$ cat src/common/psc_consts.svh
// Constants for the pin-state control block.
// Assumes inclusion by the package, design and bench files of this block only.
// What this block does
// - Held pins: inputs float, outputs keep their previous driven level.
// - Mode 7 never grants the bus; no bus-released state exists.
// - Reset output pulled low only for watchdog-overflow resets, else floats.
// - External reset low turns every port pin to input two falling edges later.
// - Reset during access: strobes high, data bus floats.
// - Reset in first state, or second state of three-state access: address low one clock after the sampled reset.
// - External reset is sampled on the falling clock edge.
// - Reset in third state of three-state access: address held that state.
// - Reset in second state of two-state access: address held likewise.
// - Reset in a wait state behaves as reset in second state.
// - Refresh pin: refresh in software standby; bus-release keeps or drives high.
// - Bus-request pin: keep or float in standby, floats when released.
// - Bus-grant pin: keep or high in software standby, low when released.
// - Chip selects 3..0 drive high when direction set, else input, except cs0 in standby; cs0 keeps instead when bus released.
// - Chip select 0 low in reset; software standby low if direction set.
// - Shared address/select pins: select high, address float, else keep.
`ifndef PSC_CONSTS_SVH
`define PSC_CONSTS_SVH
`define PSC_MODE_W 3
`define PSC_MODE_SINGLE 3'h7
`define PSC_MODE_MIN 3'h1
`define PSC_MODE_UPPER_A 3'h3
`define PSC_MODE_UPPER_B 3'h4
`define PSC_MODE_UPPER_C 3'h6
`define PSC_ADDR_W 24
`define PSC_DATA_W 16
`define PSC_CS_W 8
`define PSC_UPPER_W 3
`define PSC_ADDR_LOW 24'h000000
`endif

$ cat src/common/psc_pkg.sv
// Types shared by the pin-state control block.
// Assumes the constants header sits beside it.
`include "psc_consts.svh"
package psc_pkg;
  // Power and bus condition of the chip
  typedef enum logic [2:0] {
    PSC_RUN, PSC_RESET, PSC_HW_STBY, PSC_SW_STBY, PSC_BUS_REL
  } psc_state_t;
  // Bus cycle phase when reset may strike
  typedef enum logic [2:0] {
    PSC_IDLE, PSC_T1, PSC_T2, PSC_T3, PSC_TW
  } psc_phase_t;
  // One driven pin: level and enable
  typedef struct packed {
    logic lvl;
    logic oe;
  } psc_pin_t;
  // Bus strobes as a group
  typedef struct packed {
    psc_pin_t as_n;
    psc_pin_t rd_n;
    psc_pin_t upper_byte_write_n;
    psc_pin_t lower_byte_write_n;
  } psc_strobes_t;
endpackage

$ cat src/design/psc_top.sv
// Pin-state control: drive level and enable of the multi-function pins.
// Assumes mode, power state and enable bits come from same-clock logic.
`timescale 1ns/1ps
`include "psc_consts.svh"
module psc_top (
  input wire logic clk_in,
  input wire logic rst_in,
  input wire logic external_rst_n_in,
  input wire logic [`PSC_MODE_W-1:0] mode_in,
  input wire psc_pkg::psc_state_t state_in,
  input wire psc_pkg::psc_phase_t phase_in,
  input wire logic two_state_area_in,
  input wire logic watchdog_timer_rst_in,
  input wire logic bus_release_enable_bit_in,
  input wire logic refresh_pin_enable_bit_in,
  input wire logic [3:0] cs_dir_in,
  input wire logic [`PSC_UPPER_W-1:0] upper_cs_sel_in,
  input wire logic [`PSC_UPPER_W-1:0] upper_addr_sel_in,
  input wire logic bus_grant_req_in,
  input wire logic refresh_sig_in,
  input wire logic [`PSC_ADDR_W-1:0] addr_run_in,
  input wire psc_pkg::psc_strobes_t strobes_run_in,
  input wire logic data_oe_run_in,
  input wire logic [7:0] port_dir_run_in,
  output logic rst_low_out,
  output psc_pkg::psc_pin_t rst_out_n_out,
  output psc_pkg::psc_pin_t refresh_strobe_n_out,
  output psc_pkg::psc_pin_t bus_request_in_n_out,
  output psc_pkg::psc_pin_t bus_grant_n_out,
  output psc_pkg::psc_pin_t [3:0] cs_out,
  output psc_pkg::psc_pin_t [`PSC_UPPER_W-1:0] upper_out,
  output psc_pkg::psc_strobes_t strobes_out,
  output logic [`PSC_ADDR_W-1:0] addr_out,
  output logic addr_oe_out,
  output logic data_oe_out,
  output logic [7:0] port_dir_out,
  output logic bus_released_out
);
  import psc_pkg::*;

  logic ext_low;
  logic ext_low_prev_q, ext_low_prev_d;
  logic [`PSC_ADDR_W-1:0] addr_q, addr_d;
  logic addr_hold_q, addr_hold_d;
  logic bus_mode, single_mode, upper_mode, normal;
  logic [6:0] hold_lvl, hold_oe, keep_lvl, keep_oe;

  // Resynchronised reset pin, falling edge
  psc_rst_sampler u_sampler (
    .clk_in(clk_in),
    .rst_in(rst_in),
    .external_rst_n_in(external_rst_n_in),
    .rst_low_out(ext_low)
  );
  // Synced reset level is also visible at the pins
  assign rst_low_out = ext_low;

  // Mode classes
  assign single_mode = (mode_in == `PSC_MODE_SINGLE);
  assign bus_mode = (mode_in >= `PSC_MODE_MIN) && !single_mode;
  assign upper_mode = (mode_in == `PSC_MODE_UPPER_A) || (mode_in == `PSC_MODE_UPPER_B) ||
                      (mode_in == `PSC_MODE_UPPER_C);
  assign normal = (state_in == PSC_RUN);

  // Levels captured for keep: bit 0 refresh, 1 request, 2 grant, 3..5 upper, 6 cs0
  always_comb begin
    hold_lvl = {cs_out[0].lvl, upper_out[2].lvl, upper_out[1].lvl, upper_out[0].lvl,
                bus_grant_n_out.lvl, bus_request_in_n_out.lvl, refresh_strobe_n_out.lvl};
    hold_oe = {cs_out[0].oe, upper_out[2].oe, upper_out[1].oe, upper_out[0].oe,
               bus_grant_n_out.oe, bus_request_in_n_out.oe, refresh_strobe_n_out.oe};
  end

  // Keep store refreshed only while running, frozen in other states
  psc_hold_bank #(.W(7)) u_hold (
    .clk_in(clk_in),
    .rst_in(rst_in),
    .cap_in(normal && !ext_low),
    .lvl_in(hold_lvl),
    .oe_in(hold_oe),
    .lvl_out(keep_lvl),
    .oe_out(keep_oe)
  );

  // Address hold or clear after a sampled reset
  always_comb begin
    ext_low_prev_d = ext_low;
    addr_hold_d = addr_hold_q;
    addr_d = addr_q;
    if (!ext_low) begin
      addr_d = addr_run_in;
      addr_hold_d = 1'b0;
    end else if (!ext_low_prev_q) begin
      if (phase_in == PSC_T3 || (phase_in == PSC_T2 && two_state_area_in)) begin
        addr_hold_d = 1'b1;
      end else begin
        addr_d = `PSC_ADDR_LOW;
        addr_hold_d = 1'b0;
      end
    end else begin
      // Held address ends with its state, then clears
      addr_d = `PSC_ADDR_LOW;
      addr_hold_d = 1'b0;
    end
  end
  // Falling edge gives a one-clock delay after the sampled reset rises
  always_ff @(negedge clk_in) begin
    if (rst_in) begin
      ext_low_prev_q <= 1'b0;
      addr_q <= `PSC_ADDR_LOW;
      addr_hold_q <= 1'b0;
    end else begin
      ext_low_prev_q <= ext_low_prev_d;
      addr_q <= addr_d;
      addr_hold_q <= addr_hold_d;
    end
  end

  always_comb begin
    rst_out_n_out = '{lvl: 1'b1, oe: 1'b0};
    refresh_strobe_n_out = '{lvl: 1'b1, oe: 1'b0};
    bus_request_in_n_out = '{lvl: 1'b1, oe: 1'b0};
    bus_grant_n_out = '{lvl: 1'b1, oe: 1'b0};
    cs_out = '0;
    upper_out = '0;
    strobes_out = strobes_run_in;
    addr_out = addr_run_in;
    addr_oe_out = bus_mode;
    data_oe_out = data_oe_run_in;
    port_dir_out = port_dir_run_in;
    bus_released_out = 1'b0;
    if (watchdog_timer_rst_in) begin
      rst_out_n_out = '{lvl: 1'b0, oe: 1'b1};
    end
    bus_released_out = bus_mode && (state_in == PSC_BUS_REL);
    if (ext_low || state_in == PSC_RESET) begin
      port_dir_out = '0;
      strobes_out = '{'{1'b1, bus_mode}, '{1'b1, bus_mode}, '{1'b1, bus_mode},
                      '{1'b1, bus_mode}};
      data_oe_out = 1'b0;
      addr_out = addr_q;
      addr_oe_out = bus_mode;
      // chip select 0 low in reset
      if (bus_mode) begin
        cs_out[0] = '{lvl: 1'b0, oe: 1'b1};
      end
    end else if (state_in == PSC_HW_STBY) begin
      strobes_out = '0;
      addr_oe_out = 1'b0;
      data_oe_out = 1'b0;
      port_dir_out = '0;
    end else if (bus_mode && (state_in == PSC_SW_STBY || state_in == PSC_BUS_REL)) begin
      strobes_out = '0;
      addr_oe_out = 1'b0;
      data_oe_out = 1'b0;
      if (state_in == PSC_SW_STBY) begin
        refresh_strobe_n_out = '{lvl: refresh_sig_in, oe: 1'b1};
        bus_request_in_n_out = bus_release_enable_bit_in ? psc_pin_t'{1'b1, 1'b0}
                                                         : psc_pin_t'{keep_lvl[1], keep_oe[1]};
        bus_grant_n_out = bus_release_enable_bit_in ? psc_pin_t'{1'b1, 1'b1}
                                                    : psc_pin_t'{keep_lvl[2], keep_oe[2]};
        cs_out[0] = cs_dir_in[0] ? psc_pin_t'{1'b0, 1'b1} : psc_pin_t'{1'b1, 1'b0};
      end else begin
        refresh_strobe_n_out = refresh_pin_enable_bit_in ? psc_pin_t'{1'b1, 1'b1}
                                                         : psc_pin_t'{keep_lvl[0], keep_oe[0]};
        bus_request_in_n_out = '{1'b1, 1'b0};
        bus_grant_n_out = '{1'b0, 1'b1};
        cs_out[0] = cs_dir_in[0] ? psc_pin_t'{1'b1, 1'b1}
                                 : psc_pin_t'{keep_lvl[6], keep_oe[6]};
      end
      for (int i = 1; i < 4; i++) begin
        cs_out[i] = cs_dir_in[i] ? psc_pin_t'{1'b1, 1'b1} : psc_pin_t'{1'b1, 1'b0};
      end
      if (upper_mode) begin
        for (int i = 0; i < `PSC_UPPER_W; i++) begin
          if (upper_cs_sel_in[i]) begin
            upper_out[i] = '{1'b1, 1'b1};
          end else if (upper_addr_sel_in[i]) begin
            upper_out[i] = '{1'b1, 1'b0};
          end else begin
            upper_out[i] = '{keep_lvl[3+i], keep_oe[3+i]};
          end
        end
      end
    end else if (normal && bus_mode) begin
      refresh_strobe_n_out = '{refresh_sig_in, refresh_pin_enable_bit_in};
      bus_grant_n_out = '{!bus_grant_req_in, bus_release_enable_bit_in};
      for (int i = 0; i < 4; i++) begin
        cs_out[i] = '{1'b1, cs_dir_in[i]};
      end
      for (int i = 0; i < `PSC_UPPER_W; i++) begin
        upper_out[i] = '{!upper_addr_sel_in[i], upper_cs_sel_in[i] || upper_addr_sel_in[i]};
      end
    end
  end

  // Assertions
  a_rst_dir_input: assert property (@(posedge clk_in) disable iff (rst_in)
    ext_low |-> port_dir_out == 8'h00 && !data_oe_out)
    else $error("ports not input during reset");
  a_strobe_high: assert property (@(posedge clk_in) disable iff (rst_in)
    (ext_low && bus_mode) |-> strobes_out.as_n.lvl && strobes_out.rd_n.lvl)
    else $error("strobes not high in reset");
  a_single_no_rel: assert property (@(posedge clk_in) disable iff (rst_in)
    single_mode |-> !bus_released_out)
    else $error("bus released in single-chip mode");
  a_rsto_wdt: assert property (@(posedge clk_in) disable iff (rst_in)
    rst_out_n_out.oe |-> watchdog_timer_rst_in)
    else $error("reset output driven without watchdog");
  a_grant_low_rel: assert property (@(posedge clk_in) disable iff (rst_in)
    bus_released_out && !ext_low |-> bus_grant_n_out == psc_pin_t'{1'b0, 1'b1})
    else $error("grant not low while released");
  a_req_float_rel: assert property (@(posedge clk_in) disable iff (rst_in)
    bus_released_out && !ext_low |-> !bus_request_in_n_out.oe)
    else $error("request driven while released");
  a_cs0_reset_low: assert property (@(posedge clk_in) disable iff (rst_in)
    (ext_low && bus_mode) |-> cs_out[0] == psc_pin_t'{1'b0, 1'b1})
    else $error("chip select 0 not low in reset");
  a_addr_clear: assert property (@(negedge clk_in) disable iff (rst_in)
    $rose(ext_low) && phase_in == PSC_T1 |=> addr_q == `PSC_ADDR_LOW)
    else $error("address not cleared after reset");
  // Held address must not move while the hold flag stands
  a_addr_held: assert property (@(negedge clk_in) disable iff (rst_in)
    addr_hold_q |-> addr_q == $past(addr_q))
    else $error("held address changed");
endmodule

$ cat src/design/psc_rst_sampler.sv
// Samples the external reset pin on the falling clock edge.
// Assumes the pin is asynchronous; two falling-edge stages resync it.
`timescale 1ns/1ps
module psc_rst_sampler (
  input wire logic clk_in,
  input wire logic rst_in,
  input wire logic external_rst_n_in,
  output logic rst_low_out
);
  import psc_pkg::*;
  logic s1_q, s1_d, s2_q, s2_d;
  // Next values for the two stages
  always_comb begin
    s1_d = external_rst_n_in;
    s2_d = s1_q;
  end
  always_ff @(negedge clk_in) begin
    if (rst_in) begin
      s1_q <= 1'b1;
      s2_q <= 1'b1;
    end else begin
      s1_q <= s1_d;
      s2_q <= s2_d;
    end
  end
  assign rst_low_out = ~s2_q;
endmodule

$ cat src/design/psc_hold_bank.sv
// Remembers the last driven level of each held pin.
// Assumes a capture strobe from the parent while the pins run normally.
`timescale 1ns/1ps
module psc_hold_bank #(
  parameter int W = 8
) (
  input wire logic clk_in,
  input wire logic rst_in,
  input wire logic cap_in,
  input wire logic [W-1:0] lvl_in,
  input wire logic [W-1:0] oe_in,
  output logic [W-1:0] lvl_out,
  output logic [W-1:0] oe_out
);
  import psc_pkg::*;
  logic [W-1:0] lvl_q, lvl_d, oe_q, oe_d;
  genvar g;
  generate
    for (g = 0; g < W; g++) begin : g_bit
      always_comb begin
        lvl_d[g] = cap_in ? lvl_in[g] : lvl_q[g];
        oe_d[g] = cap_in ? oe_in[g] : oe_q[g];
      end
    end
  endgenerate
  // Registers only
  always_ff @(posedge clk_in) begin
    if (rst_in) begin
      lvl_q <= '0;
      oe_q <= '0;
    end else begin
      lvl_q <= lvl_d;
      oe_q <= oe_d;
    end
  end
  assign lvl_out = lvl_q;
  assign oe_out = oe_q;
endmodule

$ cat config.mk
export PLATFORM = sky130hd
export DESIGN_NAME = psc_top
export DESIGN_NICKNAME = d
export VERILOG_FILES = /design/src/common/psc_pkg.sv /design/src/design/psc_top.sv /design/src/design/psc_rst_sampler.sv /design/src/design/psc_hold_bank.sv
export VERILOG_INCLUDE_DIRS = /design/src /design/src/common
export SDC_FILE = /design/constraint.sdc
export NUM_CORES = 1
export LEC_CHECK = 0
export ABC_CLOCK_PERIOD_IN_PS = 2700
export BUFFER_PORTS_ARGS = -buffer_cell sky130_fd_sc_hd__buf_2
export CORE_MARGIN = 5
export CORE_UTILIZATION = 26
export CTS_CLUSTER_SIZE = 10
export DETAILED_ROUTE_END_ITERATION = 8
export GPL_TIMING_DRIVEN = 0
export HOLD_SLACK_MARGIN = 0.05
export PLACE_DENSITY = 0.59
export SLEW_MARGIN = 20
export SYNTH_ARGS = -nofsm -noshare
export SYNTH_HDL_FRONTEND = slang
export SYNTH_HIERARCHICAL = 1
export SYNTH_SLANG_ARGS = --single-unit
$ cat constraint.sdc
create_clock -name clk_in -period 2.7 [get_ports clk_in]
set_input_delay 0.27 -clock clk_in [delete_from_list [all_inputs] [get_ports clk_in]]
set_output_delay 0.27 -clock clk_in [all_outputs]
set_load 0.1 [all_outputs]
==> reports/results.txt, run 1 <==
The final wirelength came out at 9.38 mm. The final number of max-transition violations is 0, and the xor and xnor fraction of the mapped netlist area is 0.355%. The final reports fail on setup timing. The tools report the number of buffers inserted for hold repair after clock tree synthesis as 0. For this run, asynchronously set or reset flops after synthesis account for 0%. Clock tree synthesis inserted a total of 5 buffers. Initial antenna violation count: 0. The signal on the critical path passes through clkinvlp_4 -> buf_8 -> a21oi_4 -> buf_6 -> buf_12 -> mux2_4 -> buf_12. Average cell area after synthesis: 8.44 sq um.

Measured on the finished design, the core utilization comes to 56.7%. The flow ran to the end, but the final reports show violations. The summed instance area of the synthesized netlist was 2460 sq um. The relative area change from synthesis to final layout is 112%.

The cell with the most instances after synthesis was sky130_fd_sc_hd__nor2_1. The number of endpoints with negative hold slack in the final report was 0. For this run, design rule violations remaining after detail routing come to 0. The routed layout has 2,812 vias.

For the global router's overall resource usage, the log shows 16.2%. The clock latency on the worst-skew pair is 0.35 ns, and the final estimated routing congestion in global placement is 0.772. Broken down by cell family, the worst path's largest delay share belongs to buffers and inverters. Number of standard-cell rows in the floorplan: 35. In the synthesized netlist, the cells that appear most often are sky130_fd_sc_hd__nor2_1 (46), sky130_fd_sc_hd__dfxtp_1 (41), sky130_fd_sc_hd__a21oi_1 (34). The die is 107 um wide.

Data required time of the critical path: 2.43 ns. Count of unique library cells instantiated by Yosys: 45. The estimated wirelength of the detail-placed design is 6.23 mm.

After synthesis, the largest family of logic cells by area is simple AND/OR/NAND/NOR gates. The critical path is of the flip-flop to output port type. The critical path startpoint category was a flip-flop. The completed layout was analyzed and its total power is 2690 uW. The level count of the clock H-tree is 2. The logs give 6 for the total of warnings raised by yosys and 33.3% for the portion of the post-synthesis area used by sequential elements. With fillers left out, the area of the finished cells amounts to 5240 sq um.

After detailed routing, the number of vias per cell comes to 4.59. Worst-case register-to-register setup slack: -0.41 ns. The DRC marker count from the first detailed-route iteration is 97. The mux contribution to synthesized area is 17.1%. Among the stages of the critical path, the cell type that occurs most often is sky130_fd_sc_hd__buf_12.

Ranked by total cell area, the synthesized netlist is headed by sky130_fd_sc_hd__dfxtp_1 (33%), sky130_fd_sc_hd__mux2_2 (11%), sky130_fd_sc_hd__nor2b_1 (7.4%). IR analysis of the VDD net gives a maximum drop of 220 uV. The most area-hungry cell type in the Yosys netlist is sky130_fd_sc_hd__dfxtp_1. The analysis attributes to cell leakage a power of 0.00242 uW. The share of the synthesized area in compound gates (AO/OA/AOI/OAI) came out at 17.6%. Pin placement for this block handled 135 I/O pins.

The clock arrives with 0.0571 ns of skew. For the worst setup slack after layout, the log shows -0.816 ns. In this run the tightest slew margin relative to its limit is 60.7%. The tools report the pin count of the biggest net entering global routing as 18. The clock drives 41 sinks.

Arithmetic-cell share of the synthesized area counting full adders, half adders and majority gates: 0%. Fill cells in the final layout number 794. Across the whole layout, storage elements account for 822 sq um. Final global-route overflow total: 0.

Data arrives at the worst endpoint at 3.25 ns. The worst setup path is captured at an output port. In the final timing run, aggregate negative setup slack is -49.51 ns. The area fraction of the dominant cell type after synthesis is 33.3%. The clock passes through at most 2 buffers.

In this run the cell area measured after placement is 3700 sq um. The vertical extent of the die came out at 107 um. The first global-routing pass estimated 14.8 mm of wire. The tools report the via count of the first global-routing pass as 2,965. The tools report the count of inserted antenna diode cells as 0. Dividing the detail-routed wire length by the instance count gives 15.3 um. The kind of path behind the tightest hold check was input pin to flip-flop. Number of nets with antenna violations after routing: 0.

Total die area: 11,500 sq um. Of all nets on the critical path, the largest fanout is 10. The total of buffers placed on input and output ports is 132, and the simple-gate share of the synthesized area is 24.5%.

The post-synthesis net count was 361; the number of synthesized register bits was 41. For the count of max-cap constraint violations, the log shows 0. The longest individual stage delay on the worst path works out to 0.33 ns. The core region area is 9240 sq um. Once the floorplan was initialized, standard cells occupied 26.7% of the core.

Library cell used as clock root buffer: sky130_fd_sc_hd__clkbuf_8. The power density over the cells is 514 nW/um^2. The synthesized design contains 0 enable-type register cells. In the synthesized netlist the dominant register cell turns out to be sky130_fd_sc_hd__dfxtp_1. For the pin with the worst max-slew slack, the measured transition is 0.573 ns. For the number of nets at the end of the flow, the log shows 552. Setup repair after global routing could not meet its margin everywhere. The number of buffers and inverters on the critical path is 5.

The tools report the synthesized netlist cell count as 292. The clock-pin transition on the worst setup and hold timing paths came out at 0.09 ns. The pre-antenna-repair detailed-routing pass consisted of 4 iterations. TritonCTS built the clock tree.

For the combined area of the multi-input logic cells, the log shows 1870 sq um. In the final layout, the share of cells above drive strength 1 is 54.1%. On the critical path, the stage with the largest delay is an instance of sky130_fd_sc_hd__dfxtp_2.

Setup violations remaining at the end of the flow were counted as 77.
[worst reg2reg max path, stage by stage, from the launching register on]
cell,delay (ns)
sky130_fd_sc_hd__dfxtp_2,0.33
sky130_fd_sc_hd__clkinvlp_4,0.11
sky130_fd_sc_hd__o21bai_4,0.18
sky130_fd_sc_hd__or2_4,0.27
sky130_fd_sc_hd__buf_12,0.16
sky130_fd_sc_hd__buf_12,0.13
sky130_fd_sc_hd__a21oi_4,0.15
sky130_fd_sc_hd__buf_6,0.12
sky130_fd_sc_hd__buf_6,0.08
sky130_fd_sc_hd__mux2i_1,0.05
sky130_fd_sc_hd__nor2_1,0.07
[cells in the final DEF (no fill, tap or decap), types with 14 or more instances in the layout]
cell type | synthesis | final
sky130_fd_sc_hd__buf_2 | 5 | 72
sky130_fd_sc_hd__buf_12 | 1 | 67
sky130_fd_sc_hd__nor2_1 | 46 | 43
sky130_fd_sc_hd__dfxtp_1 | 41 | 40
sky130_fd_sc_hd__inv_1 | 6 | 30
sky130_fd_sc_hd__a21oi_1 | 34 | 29
sky130_fd_sc_hd__nor2b_1 | 29 | 28
sky130_fd_sc_hd__mux2_4 | 0 | 24
sky130_fd_sc_hd__buf_6 | 3 | 19
sky130_fd_sc_hd__mux2i_1 | 15 | 14
[per-layer routing]
layer,global-route usage [%],part of all wire (%),wire [um],up-vias
li1,-,-,-,1372
met1,17.5,37,3500,1337
met2,29.3,55,5190,86
met3,4.44,5.1,481,17
met4,7.21,2.3,216,0
met5,0,0,0,-
[report_power, final]
part	leakage [uW]	switching (uW)	internal [uW]
sequential	0.000337	12.6	634
clock	0.000190	352	240
combinational	0.00189	882	571
total	0.00242	1250	1450
[cells by family after synthesis]
kind of cell / count (synthesis)
AO/OA/AOI/OAI: 64
multiplexers: 39
XOR/XNOR: 1
AND/OR/NAND/NOR: 118
flip-flops: 41
buffers and inverters: 29
[through the flow]
step | cells | hold slack, ns | setup WS (ns)
finish | 613 | 0.220 | -0.816
global route | 613 | 0.219 | -0.898
CTS | 613 | 0.220 | -0.872
detailed placement | 553 | 0.404 | -0.669
global placement | 553 | 0.388 | -0.658
floorplan | 292 | 0.342 | -1.69
[final timing paths]
path | cells after the start | from | endpoint
max | 7 | u_sampler/s2_q | addr_out[13]
min | 2 | rst_in | u_hold/oe_out[6]
max reg2reg | 10 | u_sampler/s2_q | u_hold/oe_out[3]
min reg2reg | 1 | u_sampler/s1_q | u_sampler/s2_q
[repair_timing]
action,CTS,global route
resized for setup,285,10
buffers inserted,26,6
cloned,3,0
endpoints found under the setup margin,77,77
pin swaps,8,3
[flip-flops by register name (all words and copies together) (netlist names)]
register,cells
addr_q,24
u_hold/lvl_out,7
u_hold/oe_out,7
ext_low_prev_q,1
u_sampler/s1_q,1
u_sampler/s2_q,1
[cell type report]
| cell class | instances | share of cell area, % |
|---|---|---|
| plain buffers | 20 | 3.97 |
| clock inverters | 30 | 2.41 |
| clock buffers | 5 | 1.31 |
| multi-input cells | 222 | 35.8 |
| repair buffers | 161 | 37.0 |
| well taps | 129 | 3.08 |
| inverters | 5 | 0.741 |
| flip-flops and latches | 41 | 15.7 |
Power figures use the tool's default switching activity.
==> run 2: changes to the inputs <==
--- a/config.mk
+++ b/config.mk
@@ -10,11 +10,13 @@
 export BUFFER_PORTS_ARGS = -buffer_cell sky130_fd_sc_hd__buf_2
 export CORE_MARGIN = 5
 export CORE_UTILIZATION = 26
+export CTS_CLUSTER_DIAMETER = 60
 export CTS_CLUSTER_SIZE = 10
 export DETAILED_ROUTE_END_ITERATION = 8
 export GPL_TIMING_DRIVEN = 0
 export HOLD_SLACK_MARGIN = 0.05
 export PLACE_DENSITY = 0.59
+export RECOVER_POWER = 100
 export SLEW_MARGIN = 20
 export SYNTH_ARGS = -nofsm -noshare
 export SYNTH_HDL_FRONTEND = slang
==> constraint.sdc (replaced) <==
create_clock -name clk_in -period 2.7 [get_ports clk_in]
set_input_delay 0.54 -clock clk_in [delete_from_list [all_inputs] [get_ports clk_in]]
set_output_delay 0.54 -clock clk_in [all_outputs]
set_load 0.1 [all_outputs]
==> run 2 against run 1 <==
The flow still finishes with violations (setup timing). Global-route usage shrank 0.21 points. Clock-buffer cell count is the same. Cell area grew 0.62%. Critical path type unchanged. Sequential power grew 0.8%. Clock power is essentially flat. Highest routed layer unchanged.
==> reports/results.txt, run 2 (synthesis gave the netlist of run 1 again) <==
The flow ran to the end, but the final reports show violations. Failing checks: setup timing (unchanged). The worst setup slack after layout was -1.10 ns (was -0.816 ns); the number of nets at the end of the flow was 548 (was 552). Setup repair after global routing could not meet its margin everywhere. Fraction of power spent switching nets: 46.5% (was 46.3%). The vertical extent of the die was 107 um (unchanged).

The initial antenna violation count came out at 0 (unchanged). The end-of-flow core utilization came out at 57.0% (was 56.7%). The buffer and inverter count on the worst path came out at 5 (unchanged). The number of nets with antenna violations after routing is 0 (unchanged). The width of the die works out to 107 um (unchanged). The final estimated routing congestion in global placement came out at 0.766 (was 0.772).

The arrival time at the worst endpoint is 3.26 ns (was 3.25 ns), and the level count of the clock H-tree is 2 (unchanged). The net switching power of the design was 1250 uW (about the same). The number of flip-flops under the largest register name is 24 (unchanged).

The headroom to the max-slew limit is 21.0% (was 60.7%). The tools report the part of the power in registers as 24.2% (was 24.0%). The total non-filler cell area in the finished layout came out at 5270 sq um (was 5240 sq um).

The total of buffers placed on input and output ports came out at 132 (unchanged). The library cell used as clock root buffer was sky130_fd_sc_hd__clkbuf_8 (unchanged). Routed via count: 2,808 (was 2,812).

The global router's overall resource usage was 16.0% (was 16.2%). The logs give 0 (unchanged) for the DRC violations left and 0 (unchanged) for the final global-route overflow total. The cell occurring most often along the worst timing path was sky130_fd_sc_hd__buf_12 (unchanged).

The first-pass GRT wire length came out at 14.8 mm (about the same). Portion of total power attributed to the clock network: 22.0% (about the same). Commonest non-fill, non-tap cells in the layout: sky130_fd_sc_hd__buf_12 (70), sky130_fd_sc_hd__buf_2 (67), sky130_fd_sc_hd__nor2_1 (44), sky130_fd_sc_hd__dfxtp_1 (40), sky130_fd_sc_hd__inv_1 (30) (was sky130_fd_sc_hd__buf_2 (72), sky130_fd_sc_hd__buf_12 (67), sky130_fd_sc_hd__nor2_1 (43), sky130_fd_sc_hd__dfxtp_1 (40), sky130_fd_sc_hd__inv_1 (30)). The DRC marker count from the first detailed-route iteration is 60 (was 97), and the clock latency on the worst-skew pair is 0.35 ns (about the same).

The logs give 17 (was 18) for the pin count of the biggest net entering global routing and 1440 uW (was 1450 uW) for the internal cell power. The final wirelength came out at 9.69 mm (was 9.38 mm). The run gives 0.00240 uW (was 0.00242 uW) as the static power due to leakage. The total chip power was 2690 uW (about the same); the measured slew at the worst slew-check pin was 1.19 ns (was 0.573 ns).

The largest register by flop count was addr_q (unchanged). The kind of cell adding the most delay to the critical path was buffers and inverters (unchanged). Worst-path cell chain: clkinvlp_4 -> buf_8 -> a21oi_4 -> buf_12 -> buf_12 -> mux2_4 -> buf_12 (was clkinvlp_4 -> buf_8 -> a21oi_4 -> buf_6 -> buf_12 -> mux2_4 -> buf_12). The estimated wirelength of the detail-placed design was 6.31 mm (was 6.23 mm).

The count of filler cells inserted in the layout came out at 788 (was 794). Class of the most critical setup path: flip-flop to output port (unchanged). The number of buffers inserted during clock tree synthesis is 5 (unchanged), and the share of final-layout standard cells stronger than drive strength 1 is 56.5% (was 54.1%). The tools report the number of standard-cell rows in the floorplan as 35 (unchanged). TritonCTS built the clock tree. Total number of clock tree sinks: 41 (unchanged).

The tools report the footprint of the flip-flops and latches as 822 sq um (unchanged). Critical path capture point type: an output port (unchanged). The critical path startpoint category is a flip-flop (unchanged).

The count of boundary I/O pins came out at 135 (unchanged). Kind of path behind the tightest hold check: flip-flop to flip-flop (was input pin to flip-flop). The run gives 0 (unchanged) as the number of endpoints with negative hold slack in the final report.

The maximum fanout encountered on the critical timing path was 7 (was 10); the clock-pin transition on the worst setup and hold timing paths was 0.03 ns (was 0.09 ns). For the count of final setup violators, the log shows 77 (unchanged). The run gives -67.77 ns (was -49.51 ns) as the total negative slack for setup checks.

The tools report the count of max-cap constraint violations as 0 (unchanged). Power density over the cells: 511 nW/um^2 (was 514 nW/um^2). The relative area change from synthesis to final layout works out to 114% (was 112%).

For the count of inserted antenna diode cells, the log shows 0 (unchanged). For the cell total after placement, the log shows 553 (unchanged). Most frequent standard cell in the layout excluding fill and tap cells: sky130_fd_sc_hd__buf_12 (was sky130_fd_sc_hd__buf_2).

The total die area is 11,500 sq um (unchanged), and the post-route non-filler standard cell count is 609 (was 613). The data required time of the critical path is 2.16 ns (was 2.43 ns). The average via count per standard cell was 4.61 (was 4.59).

The worst IR drop on VDD was 281 uV (was 220 uV); the relative contribution of combinational cells to total power was 53.8% (was 54.0%). The logs give 1920 sq um (was 1870 sq um) for the combined area of the multi-input logic cells and 0.0542 ns (was 0.0571 ns) for the final worst clock skew. The tools report the number of buffers inserted for hold repair after clock tree synthesis as 0 (unchanged). Maximum root-to-sink buffer count: 2 (unchanged). The length of the first detailed-routing pass in iterations is 4 (unchanged), and the core region area is 9240 sq um (unchanged).

The via count of the first global-routing pass is 2,962 (was 2,965), and the post-detailed-route wirelength per cell is 15.9 um (was 15.3 um). The initial core utilization is 26.7% (unchanged), and the final number of max-transition violations is 0 (unchanged). Slowest cell on the critical path: sky130_fd_sc_hd__dfxtp_2 (unchanged). The standard cell area after detailed placement was 3780 sq um (was 3700 sq um); the longest individual stage delay on the worst path was 0.33 ns (about the same).
run 2: changes by cell type in the layout (fill, tap and decap cells not counted), sizes merged:
cell / change
buf: -9
clkbuf: +5
run 2: worst paths after layout:
kind	startpoint	endpoint	slack, ns	cells after the start
setup / recovery	u_sampler/s2_q	addr_out[20]	-1.10	7
hold / removal	u_sampler/s1_q	u_sampler/s2_q	0.40	1
setup reg to reg	u_sampler/s2_q	u_hold/lvl_out[2]	-0.36	9
hold reg to reg	u_sampler/s1_q	u_sampler/s2_q	0.40	1
run 2: metrics by stage:
stage	hold slack, ns	setup slack, ns
after global placement	0.386	-0.943
after CTS	0.398	-1.12
final	0.395	-1.10
after detailed placement	0.390	-0.960
after floorplan	0.383	-1.70
after global routing	0.423	-1.18
run 2: timing repair:
action,in CTS,in global routing
hold endpoints to repair,0,0
gates cloned,3,1
endpoints found under the setup margin,77,88
gates resized for setup,263,30
pin swaps,3,9
buffers inserted,14,12
run 2: area by class of cell:
cell class | count | share of cell area, %
sequential | 41 | 15.6
clock inverter | 30 | 2.45
tap | 129 | 3.06
buffer | 19 | 3.94
inverter | 5 | 0.736
clock buffer | 5 | 1.31
multi-input combinational | 222 | 36.4
timing repair buffer | 158 | 36.5
run 2: metal layers:
layer  wire (um)  track usage, %  vias up  share of wire [%]
li1            -               -     1365                  -
met1        3810            17.6     1340                 39
met2        5180            30.5       93                 53
met3         601            3.24       10                6.2
met4         104            4.60        0                1.1
met5           0               0        -                  0
run 2: power groups by stage:
stage	Sequential [uW]	Combinational, uW	Clock (uW)
after floorplan	658	906	65.9
after global placement	660	1070	65.9
after detailed placement	661	1080	65.9
after CTS	651	1420	613
after global routing	653	1500	676
final	652	1450	594
